<file path="src/core/cfm_pkg.sv">
package cfm_pkg;

  // core clock
  localparam int unsigned CORE_CLK_HZ        = 20_000_000;

  // converter rates, figures as printed
  localparam int unsigned INTERROGATE_PPS    = 1600;
  localparam int unsigned TERNARY_CPS        = 800;
  localparam int unsigned HIGH_RATE_PPS      = 12800;

  // periods in core cycles, rounded down
  localparam int unsigned INTERROGATE_CYCLES = CORE_CLK_HZ / INTERROGATE_PPS;
  localparam int unsigned TERNARY_CYCLES     = CORE_CLK_HZ / TERNARY_CPS;
  localparam int unsigned HIGH_RATE_CYCLES   = CORE_CLK_HZ / HIGH_RATE_PPS;

  // synchroniser depth and pin bundle layout
  localparam int unsigned SYNC_STAGES        = 2;
  localparam int unsigned PIN_W              = 7;
  localparam int unsigned PIN_INT            = 0;
  localparam int unsigned PIN_PH2            = 1;
  localparam int unsigned PIN_PH3            = 2;
  localparam int unsigned PIN_C_ON           = 3;
  localparam int unsigned PIN_C_PH           = 4;
  localparam int unsigned PIN_F_ON           = 5;
  localparam int unsigned PIN_F_PH           = 6;

  // values after reset
  localparam logic             CLAMP_RST     = 1'b0;
  localparam logic             SEL_VALID_RST = 1'b0;
  localparam logic             SEL_PHASE_RST = 1'b0;
  localparam logic             ARM_FF_RST    = 1'b1;
  localparam logic             HOLD_FF_RST   = 1'b1;
  localparam logic [PIN_W-1:0] PIN_RST       = 7'h00;

  // phase pulse generator states
  typedef enum logic [1:0] {
    CFM_IDLE     = 2'b00,
    CFM_WAIT_PH2 = 2'b01,
    CFM_WAIT_PH3 = 2'b11
  } cfm_phase_state_t;

endpackage

</file>
<file path="src/core/cfm_tick_if.sv">
`timescale 1ns/1ps
interface cfm_tick_if;
  logic interrogate;
  logic phase_two_tick;
  logic phase_three_tick;
  logic phase_two_interrogate;
  logic phase_three_interrogate;
  logic coarse_detect;
  logic alt_inhibit;

  modport core (
    output interrogate,
    output phase_two_tick,
    output phase_three_tick,
    output coarse_detect,
    input  phase_two_interrogate,
    input  phase_three_interrogate,
    input  alt_inhibit
  );

  modport phase_gen (
    input  interrogate,
    input  phase_two_tick,
    input  phase_three_tick,
    output phase_two_interrogate,
    output phase_three_interrogate
  );

  modport alt_sync (
    input  phase_two_interrogate,
    input  phase_three_interrogate,
    input  coarse_detect,
    output alt_inhibit
  );
endinterface

</file>
<file path="src/core/cfm_mix_top.sv">
`timescale 1ns/1ps
// Summary of operation
// - interrogate with coarse level sets coarse flip-flop; its output is the clamp
// - clamp commands the rate stage to the 12.8 kpps high rate
// - error selection samples on every 1600 pps interrogate pulse
// - inhibit from the alternate sync stage masks alternate coarse interrogations
// - inhibit rises at phase-3 time after the first detecting interrogate
// - inhibit falls at phase-3 time after the second interrogate
// - coarse flip-flop changes only on interrogates seen without inhibit
// - selected error carries the phase of the detected ternary level
// - clamp holds while coarse persists and blocks the fine level
// - each level is detected by ANDing it with the interrogate pulse
// - only one level passes; coarse first, fine otherwise
// - selected error drives counter direction and rate until nulled
// - alternate sync uses two flip-flops: the first set at phase-2 and cleared by detection, the second loaded at phase-3
// - phase pulses are the first phase-2 and phase-3 times after interrogate
// - on third and alternate pulses the inhibit sequence repeats
module cfm_mix_top
  import cfm_pkg::*;
#(
  parameter int unsigned INT_PERIOD_CYCLES = cfm_pkg::INTERROGATE_CYCLES
)(
  // clock and reset
  input  wire logic CORE_CLK,
  input  wire logic RESETN,
  // converter timing pulses
  input  wire logic INTERROGATE,
  input  wire logic PHASE_TWO_TIME,
  input  wire logic PHASE_THREE_TIME,
  // ternary levels from the conversion system
  input  wire logic COARSE_TERNARY_LEVEL,
  input  wire logic COARSE_TERNARY_PHASE,
  input  wire logic FINE_TERNARY_LEVEL,
  input  wire logic FINE_TERNARY_PHASE,
  // to counter direction and rate stages
  output logic      SELECTED_ERROR,
  output logic      SELECTED_ERROR_PHASE,
  output logic      COARSE_HOLD_CLAMP,
  output logic      HIGH_RATE_CMD,
  output logic      ALT_INHIBIT
);

  logic [1:0]       rst_sync_q;
  logic             rst_n;
  logic [PIN_W-1:0] pin_meta_q;
  logic [PIN_W-1:0] pin_q;
  logic [2:0]       pulse_prev_q;
  logic             int_p;
  logic             coarse_on;
  logic             coarse_ph;
  logic             fine_on;
  logic             fine_ph;
  logic             coarse_hit;
  logic             fine_hit;
  logic             clamp_q;
  logic             sel_valid_q;
  logic             sel_phase_q;
  logic [1:0]       int_since_det_q;
  logic             ph2_seen_q;
  logic             ph3_seen_q;

  cfm_tick_if tick ();

  function automatic logic rise(input logic now, input logic prev);
    return now && !prev;
  endfunction

  // reset release through two flops
  always_ff @(posedge CORE_CLK or negedge RESETN) begin
    if (!RESETN) begin
      rst_sync_q <= 2'h0;
    end else begin
      rst_sync_q <= {rst_sync_q[0], 1'b1};
    end
  end
  assign rst_n = rst_sync_q[1];

  // every pin is asynchronous to the core clock
  always_ff @(posedge CORE_CLK or negedge rst_n) begin
    if (!rst_n) begin
      pin_meta_q <= PIN_RST;
      pin_q      <= PIN_RST;
    end else begin
      pin_meta_q <= {FINE_TERNARY_PHASE, FINE_TERNARY_LEVEL, COARSE_TERNARY_PHASE,
                     COARSE_TERNARY_LEVEL, PHASE_THREE_TIME, PHASE_TWO_TIME, INTERROGATE};
      pin_q      <= pin_meta_q;
    end
  end

  // edge detect on the second stage only
  always_ff @(posedge CORE_CLK or negedge rst_n) begin
    if (!rst_n) begin
      pulse_prev_q <= 3'h0;
    end else begin
      pulse_prev_q <= pin_q[PIN_PH3:PIN_INT];
    end
  end

  assign int_p                 = rise(pin_q[PIN_INT], pulse_prev_q[0]);
  assign tick.interrogate      = int_p;
  assign tick.phase_two_tick   = rise(pin_q[PIN_PH2], pulse_prev_q[1]);
  assign tick.phase_three_tick = rise(pin_q[PIN_PH3], pulse_prev_q[2]);
  assign coarse_on             = pin_q[PIN_C_ON];
  assign coarse_ph             = pin_q[PIN_C_PH];
  assign fine_on               = pin_q[PIN_F_ON];
  assign fine_ph               = pin_q[PIN_F_PH];

  // level detection is a plain AND with the interrogate pulse
  assign coarse_hit = int_p && coarse_on;
  assign fine_hit   = int_p && fine_on;

  // masked pulses neither detect nor reach the alternate sync stage
  assign tick.coarse_detect = coarse_hit && !tick.alt_inhibit;

  cfm_phase_gen u_phase_gen (
    .clk  (CORE_CLK),
    .rst_n(rst_n),
    .tick (tick)
  );

  cfm_alt_sync u_alt_sync (
    .clk  (CORE_CLK),
    .rst_n(rst_n),
    .tick (tick)
  );

  // coarse select flip-flop, sampled only on unmasked interrogates
  always_ff @(posedge CORE_CLK or negedge rst_n) begin
    if (!rst_n) begin
      clamp_q <= CLAMP_RST;
    end else if (int_p && !tick.alt_inhibit) begin
      clamp_q <= coarse_on;
    end
  end

  // selected error: coarse wins; the clamp keeps fine out even on masked pulses
  always_ff @(posedge CORE_CLK or negedge rst_n) begin
    if (!rst_n) begin
      sel_valid_q <= SEL_VALID_RST;
      sel_phase_q <= SEL_PHASE_RST;
    end else if (int_p) begin
      if (coarse_hit) begin
        sel_valid_q <= 1'b1;
        sel_phase_q <= coarse_ph;
      end else if (fine_hit && !clamp_q) begin
        sel_valid_q <= 1'b1;
        sel_phase_q <= fine_ph;
      end else begin
        sel_valid_q <= 1'b0;
        sel_phase_q <= SEL_PHASE_RST;
      end
    end
  end

  // helper for the assertions: interrogates since the last detection
  always_ff @(posedge CORE_CLK or negedge rst_n) begin
    if (!rst_n) begin
      int_since_det_q <= 2'h0;
    end else if (tick.coarse_detect) begin
      int_since_det_q <= 2'h1;
    end else if (int_p && int_since_det_q != 2'h3) begin
      int_since_det_q <= int_since_det_q + 2'h1;
    end
  end

  // helper for the assertions: phase pulses taken since the last interrogate
  always_ff @(posedge CORE_CLK or negedge rst_n) begin
    if (!rst_n) begin
      ph2_seen_q <= 1'b0;
      ph3_seen_q <= 1'b0;
    end else if (int_p) begin
      ph2_seen_q <= 1'b0;
      ph3_seen_q <= 1'b0;
    end else begin
      if (tick.phase_two_interrogate) begin
        ph2_seen_q <= 1'b1;
      end
      if (tick.phase_three_interrogate) begin
        ph3_seen_q <= 1'b1;
      end
    end
  end

  // error stays until a later interrogate nulls it
  assign SELECTED_ERROR       = sel_valid_q;
  assign SELECTED_ERROR_PHASE = sel_phase_q;
  assign COARSE_HOLD_CLAMP    = clamp_q;
  // a level, not a pulse train: the rate stage makes the 12.8 kpps pulses
  assign HIGH_RATE_CMD        = clamp_q;
  assign ALT_INHIBIT          = tick.alt_inhibit;

  a_clamp_on_detect: assert property (
    @(posedge CORE_CLK) disable iff (!rst_n)
    tick.coarse_detect |=> clamp_q)
    else $error("coarse detection did not set the clamp");

  a_high_rate_hold: assert property (
    @(posedge CORE_CLK) disable iff (!rst_n)
    clamp_q && !int_p |=> HIGH_RATE_CMD && COARSE_HOLD_CLAMP)
    else $error("high rate command dropped between interrogates");

  a_sample_only_int: assert property (
    @(posedge CORE_CLK) disable iff (!rst_n)
    !int_p |=> $stable(sel_valid_q) && $stable(sel_phase_q))
    else $error("selected error changed without interrogate");

  a_masked_no_detect: assert property (
    @(posedge CORE_CLK) disable iff (!rst_n)
    tick.coarse_detect |-> !tick.alt_inhibit && int_p && coarse_on)
    else $error("detection reported on a masked pulse");

  a_inhibit_rise: assert property (
    @(posedge CORE_CLK) disable iff (!rst_n)
    $rose(tick.alt_inhibit) |-> $past(tick.phase_three_interrogate)
      && int_since_det_q == 2'h1)
    else $error("inhibit rose at the wrong time");

  a_inhibit_fall: assert property (
    @(posedge CORE_CLK) disable iff (!rst_n)
    $fell(tick.alt_inhibit) |-> $past(tick.phase_three_interrogate)
      && int_since_det_q == 2'h2)
    else $error("inhibit fell at the wrong time");

  a_masked_clamp: assert property (
    @(posedge CORE_CLK) disable iff (!rst_n)
    int_p && tick.alt_inhibit |=> $stable(clamp_q))
    else $error("coarse flip-flop changed while inhibited");

  a_coarse_phase: assert property (
    @(posedge CORE_CLK) disable iff (!rst_n)
    coarse_hit |=> SELECTED_ERROR && SELECTED_ERROR_PHASE == $past(coarse_ph))
    else $error("selected error lost the coarse phase");

  a_fine_blocked: assert property (
    @(posedge CORE_CLK) disable iff (!rst_n)
    int_p && clamp_q && !coarse_on |=> !SELECTED_ERROR)
    else $error("fine level passed under the clamp");

  a_fine_phase: assert property (
    @(posedge CORE_CLK) disable iff (!rst_n)
    fine_hit && !coarse_on && !clamp_q |=> SELECTED_ERROR
      && SELECTED_ERROR_PHASE == $past(fine_ph))
    else $error("selected error lost the fine phase");

  a_masked_no_clear: assert property (
    @(posedge CORE_CLK) disable iff (!rst_n)
    tick.alt_inhibit |-> int_since_det_q != 2'h0 && int_since_det_q != 2'h3)
    else $error("inhibit outside the two-pulse window");

  a_idle_no_error: assert property (
    @(posedge CORE_CLK) disable iff (!rst_n)
    int_p && !coarse_on && !fine_on |=> !SELECTED_ERROR ##1 !SELECTED_ERROR || $past(int_p))
    else $error("error reported with no level present");

  a_masked_one_pulse: assert property (
    @(posedge CORE_CLK) disable iff (!rst_n)
    int_p && tick.alt_inhibit |-> int_since_det_q == 2'h1)
    else $error("inhibit masked other than the second interrogate");

  a_inhibit_on_ph3: assert property (
    @(posedge CORE_CLK) disable iff (!rst_n)
    $changed(tick.alt_inhibit) |-> $past(tick.phase_three_interrogate))
    else $error("inhibit changed away from phase-3 time");

  a_clamp_steady: assert property (
    @(posedge CORE_CLK) disable iff (!rst_n)
    !int_p |=> $stable(clamp_q))
    else $error("clamp moved between interrogates");

  a_clamp_follows: assert property (
    @(posedge CORE_CLK) disable iff (!rst_n)
    int_p && !tick.alt_inhibit |=> clamp_q == $past(coarse_on))
    else $error("coarse flip-flop missed an open interrogate");

  a_rate_on_detect: assert property (
    @(posedge CORE_CLK) disable iff (!rst_n)
    tick.coarse_detect |=> HIGH_RATE_CMD)
    else $error("high rate not commanded on coarse detection");

  a_rate_off: assert property (
    @(posedge CORE_CLK) disable iff (!rst_n)
    int_p && !tick.alt_inhibit && !coarse_on |=> !HIGH_RATE_CMD)
    else $error("high rate kept with coarse level gone");

  a_fine_ignored: assert property (
    @(posedge CORE_CLK) disable iff (!rst_n)
    int_p && coarse_on && fine_on |=> SELECTED_ERROR_PHASE == $past(coarse_ph))
    else $error("fine phase passed while coarse present");

  a_no_fine_masked: assert property (
    @(posedge CORE_CLK) disable iff (!rst_n)
    int_p && tick.alt_inhibit && !coarse_on |=> !SELECTED_ERROR)
    else $error("fine level passed on a masked interrogate");

  a_error_on_level: assert property (
    @(posedge CORE_CLK) disable iff (!rst_n)
    int_p && (coarse_on || (fine_on && !clamp_q)) |=> SELECTED_ERROR)
    else $error("level present but no selected error");

  a_idle_phase_low: assert property (
    @(posedge CORE_CLK) disable iff (!rst_n)
    !SELECTED_ERROR |-> !SELECTED_ERROR_PHASE)
    else $error("error phase set with no error");

  a_third_detects: assert property (
    @(posedge CORE_CLK) disable iff (!rst_n)
    int_p && coarse_on && int_since_det_q == 2'h2 |-> tick.coarse_detect)
    else $error("third interrogate did not detect coarse level");

  a_ph2_once: assert property (
    @(posedge CORE_CLK) disable iff (!rst_n)
    tick.phase_two_interrogate |-> !ph2_seen_q && !ph3_seen_q)
    else $error("second phase-2 pulse taken after one interrogate");

  a_ph3_order: assert property (
    @(posedge CORE_CLK) disable iff (!rst_n)
    tick.phase_three_interrogate |-> ph2_seen_q && !ph3_seen_q)
    else $error("phase-3 pulse taken out of order");

endmodule

</file>
<file path="src/core/cfm_phase_gen.sv">
`timescale 1ns/1ps
module cfm_phase_gen
  import cfm_pkg::*;
(
  // clock and reset
  input wire logic clk,
  input wire logic rst_n,
  // timing
  cfm_tick_if.phase_gen tick
);

  cfm_phase_state_t state_q;
  cfm_phase_state_t state_d;

  // a new interrogate restarts the sequence so each pair follows its own pulse
  always_comb begin
    state_d = state_q;
    unique case (state_q)
      CFM_IDLE: begin
        if (tick.interrogate) begin
          state_d = CFM_WAIT_PH2;
        end
      end
      CFM_WAIT_PH2: begin
        if (tick.phase_two_tick) begin
          state_d = CFM_WAIT_PH3;
        end
      end
      CFM_WAIT_PH3: begin
        if (tick.phase_three_tick) begin
          state_d = CFM_IDLE;
        end
      end
      default: begin
        state_d = CFM_IDLE;
      end
    endcase
    if (tick.interrogate) begin
      state_d = CFM_WAIT_PH2;
    end
  end

  always_ff @(posedge clk or negedge rst_n) begin
    if (!rst_n) begin
      state_q <= CFM_IDLE;
    end else begin
      state_q <= state_d;
    end
  end

  // first phase-2 and phase-3 times after each interrogate
  assign tick.phase_two_interrogate   = (state_q == CFM_WAIT_PH2) && tick.phase_two_tick;
  assign tick.phase_three_interrogate = (state_q == CFM_WAIT_PH3) && tick.phase_three_tick;

  a_ph3_after_ph2: assert property (
    @(posedge clk) disable iff (!rst_n)
    tick.phase_three_interrogate |-> state_q == CFM_WAIT_PH3 ##1 state_q != CFM_WAIT_PH3
      || tick.interrogate)
    else $error("phase-3 interrogate outside its slot");

endmodule

</file>
<file path="src/core/cfm_alt_sync.sv">
`timescale 1ns/1ps
module cfm_alt_sync
  import cfm_pkg::*;
(
  // clock and reset
  input wire logic clk,
  input wire logic rst_n,
  // timing and detection
  cfm_tick_if.alt_sync tick
);

  logic arm_q;
  logic hold_q;

  // first stage: cleared by detection, set again at phase-2 of the masked pulse
  always_ff @(posedge clk or negedge rst_n) begin
    if (!rst_n) begin
      arm_q <= ARM_FF_RST;
    end else if (tick.coarse_detect) begin
      arm_q <= 1'b0;
    end else if (tick.phase_two_interrogate && !hold_q) begin
      arm_q <= 1'b1;
    end
  end

  // second stage: follows the first at phase-3 time; low means inhibit
  always_ff @(posedge clk or negedge rst_n) begin
    if (!rst_n) begin
      hold_q <= HOLD_FF_RST;
    end else if (tick.phase_three_interrogate) begin
      hold_q <= arm_q;
    end
  end

  assign tick.alt_inhibit = !hold_q;

  a_arm_clears: assert property (
    @(posedge clk) disable iff (!rst_n)
    tick.coarse_detect |=> !arm_q)
    else $error("detection did not clear first stage");

endmodule

</file>
<file path="config.mk">
export PLATFORM = sky130hd
export DESIGN_NAME = cfm_mix_top
export DESIGN_NICKNAME = d
export VERILOG_FILES = /design/src/core/cfm_pkg.sv /design/src/core/cfm_tick_if.sv /design/src/core/cfm_mix_top.sv /design/src/core/cfm_phase_gen.sv /design/src/core/cfm_alt_sync.sv
export SDC_FILE = /design/constraint.sdc
export NUM_CORES = 1
export LEC_CHECK = 0
export BUFFER_PORTS_ARGS = -buffer_cell sky130_fd_sc_hd__buf_2
export CAP_MARGIN = 30
export CORE_MARGIN = 2
export CORE_UTILIZATION = 51
export DETAILED_ROUTE_END_ITERATION = 16
export PLACE_DENSITY = 0.73
export SYNTH_ARGS = -nofsm -noshare
export SYNTH_HDL_FRONTEND = slang
export SYNTH_SLANG_ARGS = --single-unit
</file>
<file path="constraint.sdc">
create_clock -name CORE_CLK -period 0.95 [get_ports CORE_CLK]
set_input_delay 0.0475 -clock CORE_CLK [delete_from_list [all_inputs] [get_ports CORE_CLK]]
set_output_delay 0.0475 -clock CORE_CLK [all_outputs]
set_load 0.02 [all_outputs]
</file>
==> results.md, run 1 <==
- Status: complete, but fails checks
- Failing checks: setup timing
- P&R area growth vs syn: 33.63%
- CTS tree: done
- Layout cells sized above 1: 39.53%
- Drt drc: 0
- Max stage delay on crit path: 0.56 ns
- Worst reg-to-reg path cell count: 3
- CP endpoint kind: output port
- Hold Crit Class: in -> async
- Synthesized area: 829.5 um^2
- CTS root buffer: clkbuf_4
- Maximum vdd drop: 1.316 mV
- Critical Path End: ALT_INHIBIT
- Die W: 44.33 um
- Final WS setup: -0.1131 ns
- CP Buf/Inv Count: 2
- Ant diodes: 0
- Cell Pwr Density: 2180 nW/um^2
- Synthesized flop and latch total: 26
- Core footprint: 1524 um^2
- H-tree levels: 1
- Library cells used by synthesis: 21
- Static leakage: 0.5281 nW
- Die area: 1965 um^2
- Final setup viols: 6
- Arrival time worst endpoint: 1.02 ns
- Clk buf depth: 2
- Initial antenna violation count: 0
- Global route overflow: 0
- Iter 0 DRT Violations: 4
- Slew Limit Fails: 0
- R2R Setup Slk: -0.07 ns
- WP data required: 0.90 ns
- Routability cong.: 0.7492
- Total Routing Usage GR: 14.29%
- Crit path launch type: register
- Placed cells: 88
- Top cell type's share of synthesized area: 72.40%
- Vias in the first global route: 465
- HPWL after DPL: 869.5 um
- Rows: 14
- Cells after synthesis: 54
- Hold Fails Final Rpt: 0
- Post-layout util: 72.74%
- Clock sinks: 26
- Highest Clock Rate: 940.6 MHz
- Cell area after layout: 1109 um^2
- Setup CP Type: reg -> out
- Hold_ws: 0.03128 ns
- CP top delay family: flip-flops
- CP cell instances: inv_2 -> buf_6
- Drt wl/cell: 11.96 um
- RR Startpoint: pulse_prev_q[0]$_DFF_PN0_
- Initial DRT Pass Iterations: 3
- Yosys warns: 0
- RSZ-0062 raised after global routing: yes
- Via count: 504
- Critical Path Start: u_alt_sync.hold_q$_DFFE_PN1P_
- Reg-to-reg endpoint: COARSE_HOLD_CLAMP$_DFFE_PN0P_
- Pin count of the biggest net entering global routing: 15
- Total Power: 2.417 mW
- Instance count on the critical path: 2
- Post-route non-filler standard cell count: 102
- Placed cell area: 953.4 um^2
- Vias/cell: 4.941
- Worst Clk Skew: 0.007494 ns
- NumNets Final: 96
- Number of max-cap violations: 0
- I/O Buffers: 13
- Latest clock arrival within the worst-skew pair: 0.30 ns
- First-pass GRT wire length: 1.904 mm
- Tmin final: 1.063 ns
- Post-DRT Antenna Nets: 0
- I/O Pins: 14
- Crit-path max FO: 2
- Clock slew seen by the registers of the worst setup and hold paths: 0.12 ns
- Tcrit/Tclk final: 111.9%
- CTS Buf Count: 3
- Initial Util: 54.43%
- Setup_tns: -0.3833 ns
- Largest cells by area after synthesis: dfrtp_1 (72%), dfstp_2 (6.3%), nand2_1 (2.7%)
- Largest area contributor in the netlist: dfrtp_1
- Sequential area share after synthesis: 78.73%
- Syn nets: 63
- Die Y: 44.33 um
- Routed wire length: 1.220 mm
- Pre-CTS setup slack: -0.04462 ns
- Mean Syn Cell Area: 15.36 um^2
- Slowest CP cell: dfstp_2
==> cell usage in the layout, fill, tap and decap left out, types with 2 or more instances in the layout <==
cell type,instances
dfstp_2,2
dfrtp_1,23
clkbuf_4,3
nor2_1,2
nand2_1,6
dlygate4sd3_1,8
o21ai_0,2
a21oi_1,2
buf_6,4
buf_4,7
buf_2,10
==> layer usage <==
layer | share of wire, % | wire (um) | track usage, %
met2 | 60 | 726 | 27.06
met4 | 0.66 | 8 | 5.455
met1 | 36 | 444 | 15.76
met5 | 0 | 0 | 0
met3 | 3.4 | 41 | 2.449
==> registers in the layout, indices dropped and copies added, names as in the netlist <==
name	count
u_alt_sync.hold_q	1
u_alt_sync.arm_q	1
pin_meta_q	7
SELECTED_ERROR	1
rst_sync_q	2
SELECTED_ERROR_PHASE	1
COARSE_HOLD_CLAMP	1
u_phase_gen.state_q	2
pin_q	7
pulse_prev_q	3
==> report_power, final <==
part           internal (mW)  switching, mW  leakage [nW]
combinational          0.342          0.272         0.212
clock                  0.164          0.281        0.0150
sequential              1.27         0.0889         0.301
total                   1.77          0.642         0.528
==> worst min-delay path by stage <==
| stage | slack, ns | cells after the start | from | end |
|---|---|---|---|---|
| 2_1_floorplan | -0.25 | 0 | RESETN | rst_sync_q[0]$_DFF_PN0_ |
| 3_3_place_gp | -0.17 | 1 | RESETN | rst_sync_q[0]$_DFF_PN0_ |
| 3_5_place_dp | -0.17 | 1 | RESETN | rst_sync_q[0]$_DFF_PN0_ |
| 4_1_cts | 0.02 | 2 | RESETN | rst_sync_q[0]$_DFF_PN0_ |
| 5_1_grt | 0.03 | 2 | RESETN | rst_sync_q[1]$_DFF_PN0_ |
| 6_report | 0.03 | 2 | RESETN | rst_sync_q[0]$_DFF_PN0_ |
==> logic make-up after synthesis <==
group | count (synthesis) | synth area share, %
buffers and inverters | 3 | 1.811
AOI/OAI and AO/OA | 8 | 5.883
other | 1 | 0.4521
and+or+nand+nor | 15 | 11.31
muxes | 1 | 1.809
DFF | 26 | 78.73
==> synthesized netlist by cell type <==
master	instances
nor2b_4	1
nand3_1	1
conb_1	1
nor4bb_1	1
nor2_1	2
inv_1	2
o21a_1	1
nand2_1	6
a21o_1	1
a21oi_1	2
nand2b_1	1
o21ai_1	1
buf_4	1
mux2_4	1
dfstp_2	2
nor2b_1	1
o21ai_0	2
dfrtp_1	24
nand3_2	1
and4bb_1	1
o2bb2ai_1	1
==> area by class of cell <==
type                    count  area (um^2)
flip-flops and latches     26        654.4
fillers                   106        415.4
repair buffers             29        227.7
multi-input cells          25        172.7
clock buffers               4        26.28
well taps                  16        20.02
inverters                   2        7.507
==> what timing repair did <==
item	4_1_cts	5_1_grt
setup endpoints to repair	7	10
setup buffers	1	1
hold endpoints to repair	9	0
hold buffers	8	0
resized for setup	7	3
pin swaps	2	1
No activity file was read; power rests on OpenSTA's default activity.
==> inputs of run 2 (changes only) <==
--- a/config.mk
+++ b/config.mk
@@ -8,9 +8,8 @@
 export BUFFER_PORTS_ARGS = -buffer_cell sky130_fd_sc_hd__buf_2
 export CAP_MARGIN = 30
 export CORE_MARGIN = 2
-export CORE_UTILIZATION = 51
+export CORE_UTILIZATION = 30
 export DETAILED_ROUTE_END_ITERATION = 16
-export PLACE_DENSITY = 0.73
 export SYNTH_ARGS = -nofsm -noshare
 export SYNTH_HDL_FRONTEND = slang
 export SYNTH_SLANG_ARGS = --single-unit
==> results.md, run 2 (synthesis results as in run 1) <==
- CP cell instances: inv_2 -> buf_6
- Post-layout util: 43.83% (-29 points)
- Post-DRT Antenna Nets: 0 (unchanged)
- Setup_tns: -0.4622 ns (-0.07886 ns)
- Ant diodes: 0 (unchanged)
- First-pass GRT wire length: 2.097 mm (+10%)
- Layout cells sized above 1: 43.82% (+4.3 points)
- Latest clock arrival within the worst-skew pair: 0.31 ns (about the same)
- Initial Util: 30.88% (-24 points)
- Failing checks: setup timing
- Die W: 56.59 um (+28%)
- Tcrit/Tclk final: 113.5% (+1.6 points)
- Clk buf depth: 2 (unchanged)
- Static leakage: 0.5522 nW (+4.6%)
- Arrival time worst endpoint: 1.03 ns (about the same)
- Total Routing Usage GR: 8.496% (-5.8 points)
- Pin count of the biggest net entering global routing: 17 (+2)
- Clock sinks: 26 (unchanged)
- Maximum vdd drop: 1.278 mV (-2.9%)
- Highest Clock Rate: 927.7 MHz (-1.4%)
- Max stage delay on crit path: 0.56 ns (about the same)
- Worst Clk Skew: 0.002062 ns (-0.005432 ns)
- Clock slew seen by the registers of the worst setup and hold paths: 0.12 ns (about the same)
- Largest regs: pin_meta_q (7), pin_q (7), pulse_prev_q (3)
- P&R area growth vs syn: 41.93%
- Iter 0 DRT Violations: 7 (+3)
- CTS Buf Count: 3 (unchanged)
- Hold Crit Class: in -> async
- Setup CP Type: reg -> out
- CP endpoint kind: output port
- Routability cong.: 0.7408 (-1.1%)
- RSZ-0062 raised after global routing: yes
- Initial antenna violation count: 0 (unchanged)
- Routed wire length: 1.188 mm (-2.6%)
- Via count: 491 (-2.6%)
- Final WS setup: -0.1279 ns (-0.01484 ns)
- Global route overflow: 0 (unchanged)
- Vias/cell: 4.092 (-17%)
- CTS root buffer: clkbuf_4
- Slew Limit Fails: 0 (unchanged)
- Core footprint: 2686 um^2 (+76%)
- Final setup viols: 6 (unchanged)
- Slowest CP cell: dfstp_2
- Die Y: 56.59 um (+28%)
- Number of max-cap violations: 0 (unchanged)
- Post-route non-filler standard cell count: 120 (+18%)
- WP data required: 0.90 ns (about the same)
- Die area: 3202 um^2 (+63%)
- I/O Buffers: 13 (unchanged)
- CTS tree: done
- Rows: 19 (+5)
- CP Buf/Inv Count: 2 (unchanged)
- CP top delay family: flip-flops
- Commonest cells after routing, fill and taps aside: dfrtp_1 (23), buf_2 (9), dlygate4sd3_1 (8), buf_4 (8), buf_6 (7)
- Crit-path max FO: 2 (unchanged)
- Vias in the first global route: 543 (+17%)
- Commonest non-fill, non-tap cell in the layout: dfrtp_1
- Cell Pwr Density: 2178 nW/um^2 (about the same)
- Crit path launch type: register
- NumNets Final: 99 (+3.1%)
- HPWL after DPL: 824.9 um (-5.1%)
- Status: complete, but fails checks
- Drt drc: 0 (unchanged)
- Hold Fails Final Rpt: 0 (unchanged)
- Placed cells: 102 (+16%)
- Drt wl/cell: 9.900 um (-17%)
- H-tree levels: 1 (unchanged)
- I/O Pins: 14 (unchanged)
- Initial DRT Pass Iterations: 2 (-1)
- Tmin final: 1.078 ns (+0.01484 ns)
[run 2: metal layers]
metal  wire [um]  track usage [%]  share of wire [%]  vias up
li1            -                -                  -      247
met1         537            9.970                 45      233
met2         594            14.29                 50       11
met3          56            1.613                4.7        0
met4           0            5.102                  0        0
met5           0                0                  0        -
[run 2: worst register-to-register path: stages, from the launching register on]
cell	delay [ns]
dfrtp_2	0.43
buf_4	0.14
nor4bb_4	0.27
a21oi_2	0.05
o21ai_1	0.11
[run 2: where the power goes]
part	switching, mW	internal, mW
Sequential	0.0789	1.27
Clock	0.289	0.164
Combinational	0.321	0.443
[run 2: cell type report]
cell class / instances / area [um^2]
inverter: 2 / 7.507
tap: 31 / 38.79
sequential: 26 / 654.4
clock buffer: 4 / 26.28
timing repair buffer: 32 / 264.0
multi-input combinational: 25 / 186.4
fill: 241 / 1509
[run 2: worst paths after layout]
kind                       slack [ns]                           from                                  to  cells past startpoint
min in group CORE_CLK            0.36        pin_meta_q[6]$_DFF_PN0_                  pin_q[6]$_DFF_PN0_                      0
hold reg to reg                  0.18        rst_sync_q[1]$_DFF_PN0_  u_phase_gen.state_q[0]$_DFFE_PN0P_                      1
max in group asynchronous        0.49        rst_sync_q[1]$_DFF_PN0_       u_alt_sync.hold_q$_DFFE_PN1P_                      1
setup / recovery                -0.13  u_alt_sync.hold_q$_DFFE_PN1P_                         ALT_INHIBIT                      2
hold / removal                   0.03                         RESETN             rst_sync_q[1]$_DFF_PN0_                      2
setup reg to reg                -0.11  COARSE_HOLD_CLAMP$_DFFE_PN0P_    SELECTED_ERROR_PHASE$_DFFE_PN0P_                      4
[run 2: repair_timing]
action                                  in CTS  in global routing
hold buffers                                 8                  0
gates resized for setup                      9                 10
endpoints found under the setup margin       6                 11
endpoints found under the hold margin        9                  0
setup buffers                                4                  2
pin swaps                                    3                  1
[run 2: metrics by stage]
step                cell area, um^2  hold slack, ns  setup slack (ns)  power [mW]
floorplan                     830.8         -0.2481           0.01391       1.656
global placement              964.7         -0.1679         -0.003301       1.828
detailed placement            964.7         -0.1643          -0.01728       1.841
CTS                            1124        0.003002           -0.1391       2.515
global route                   1177         0.01659           -0.1909       2.728
finish                         1177         0.02663           -0.1279       2.564
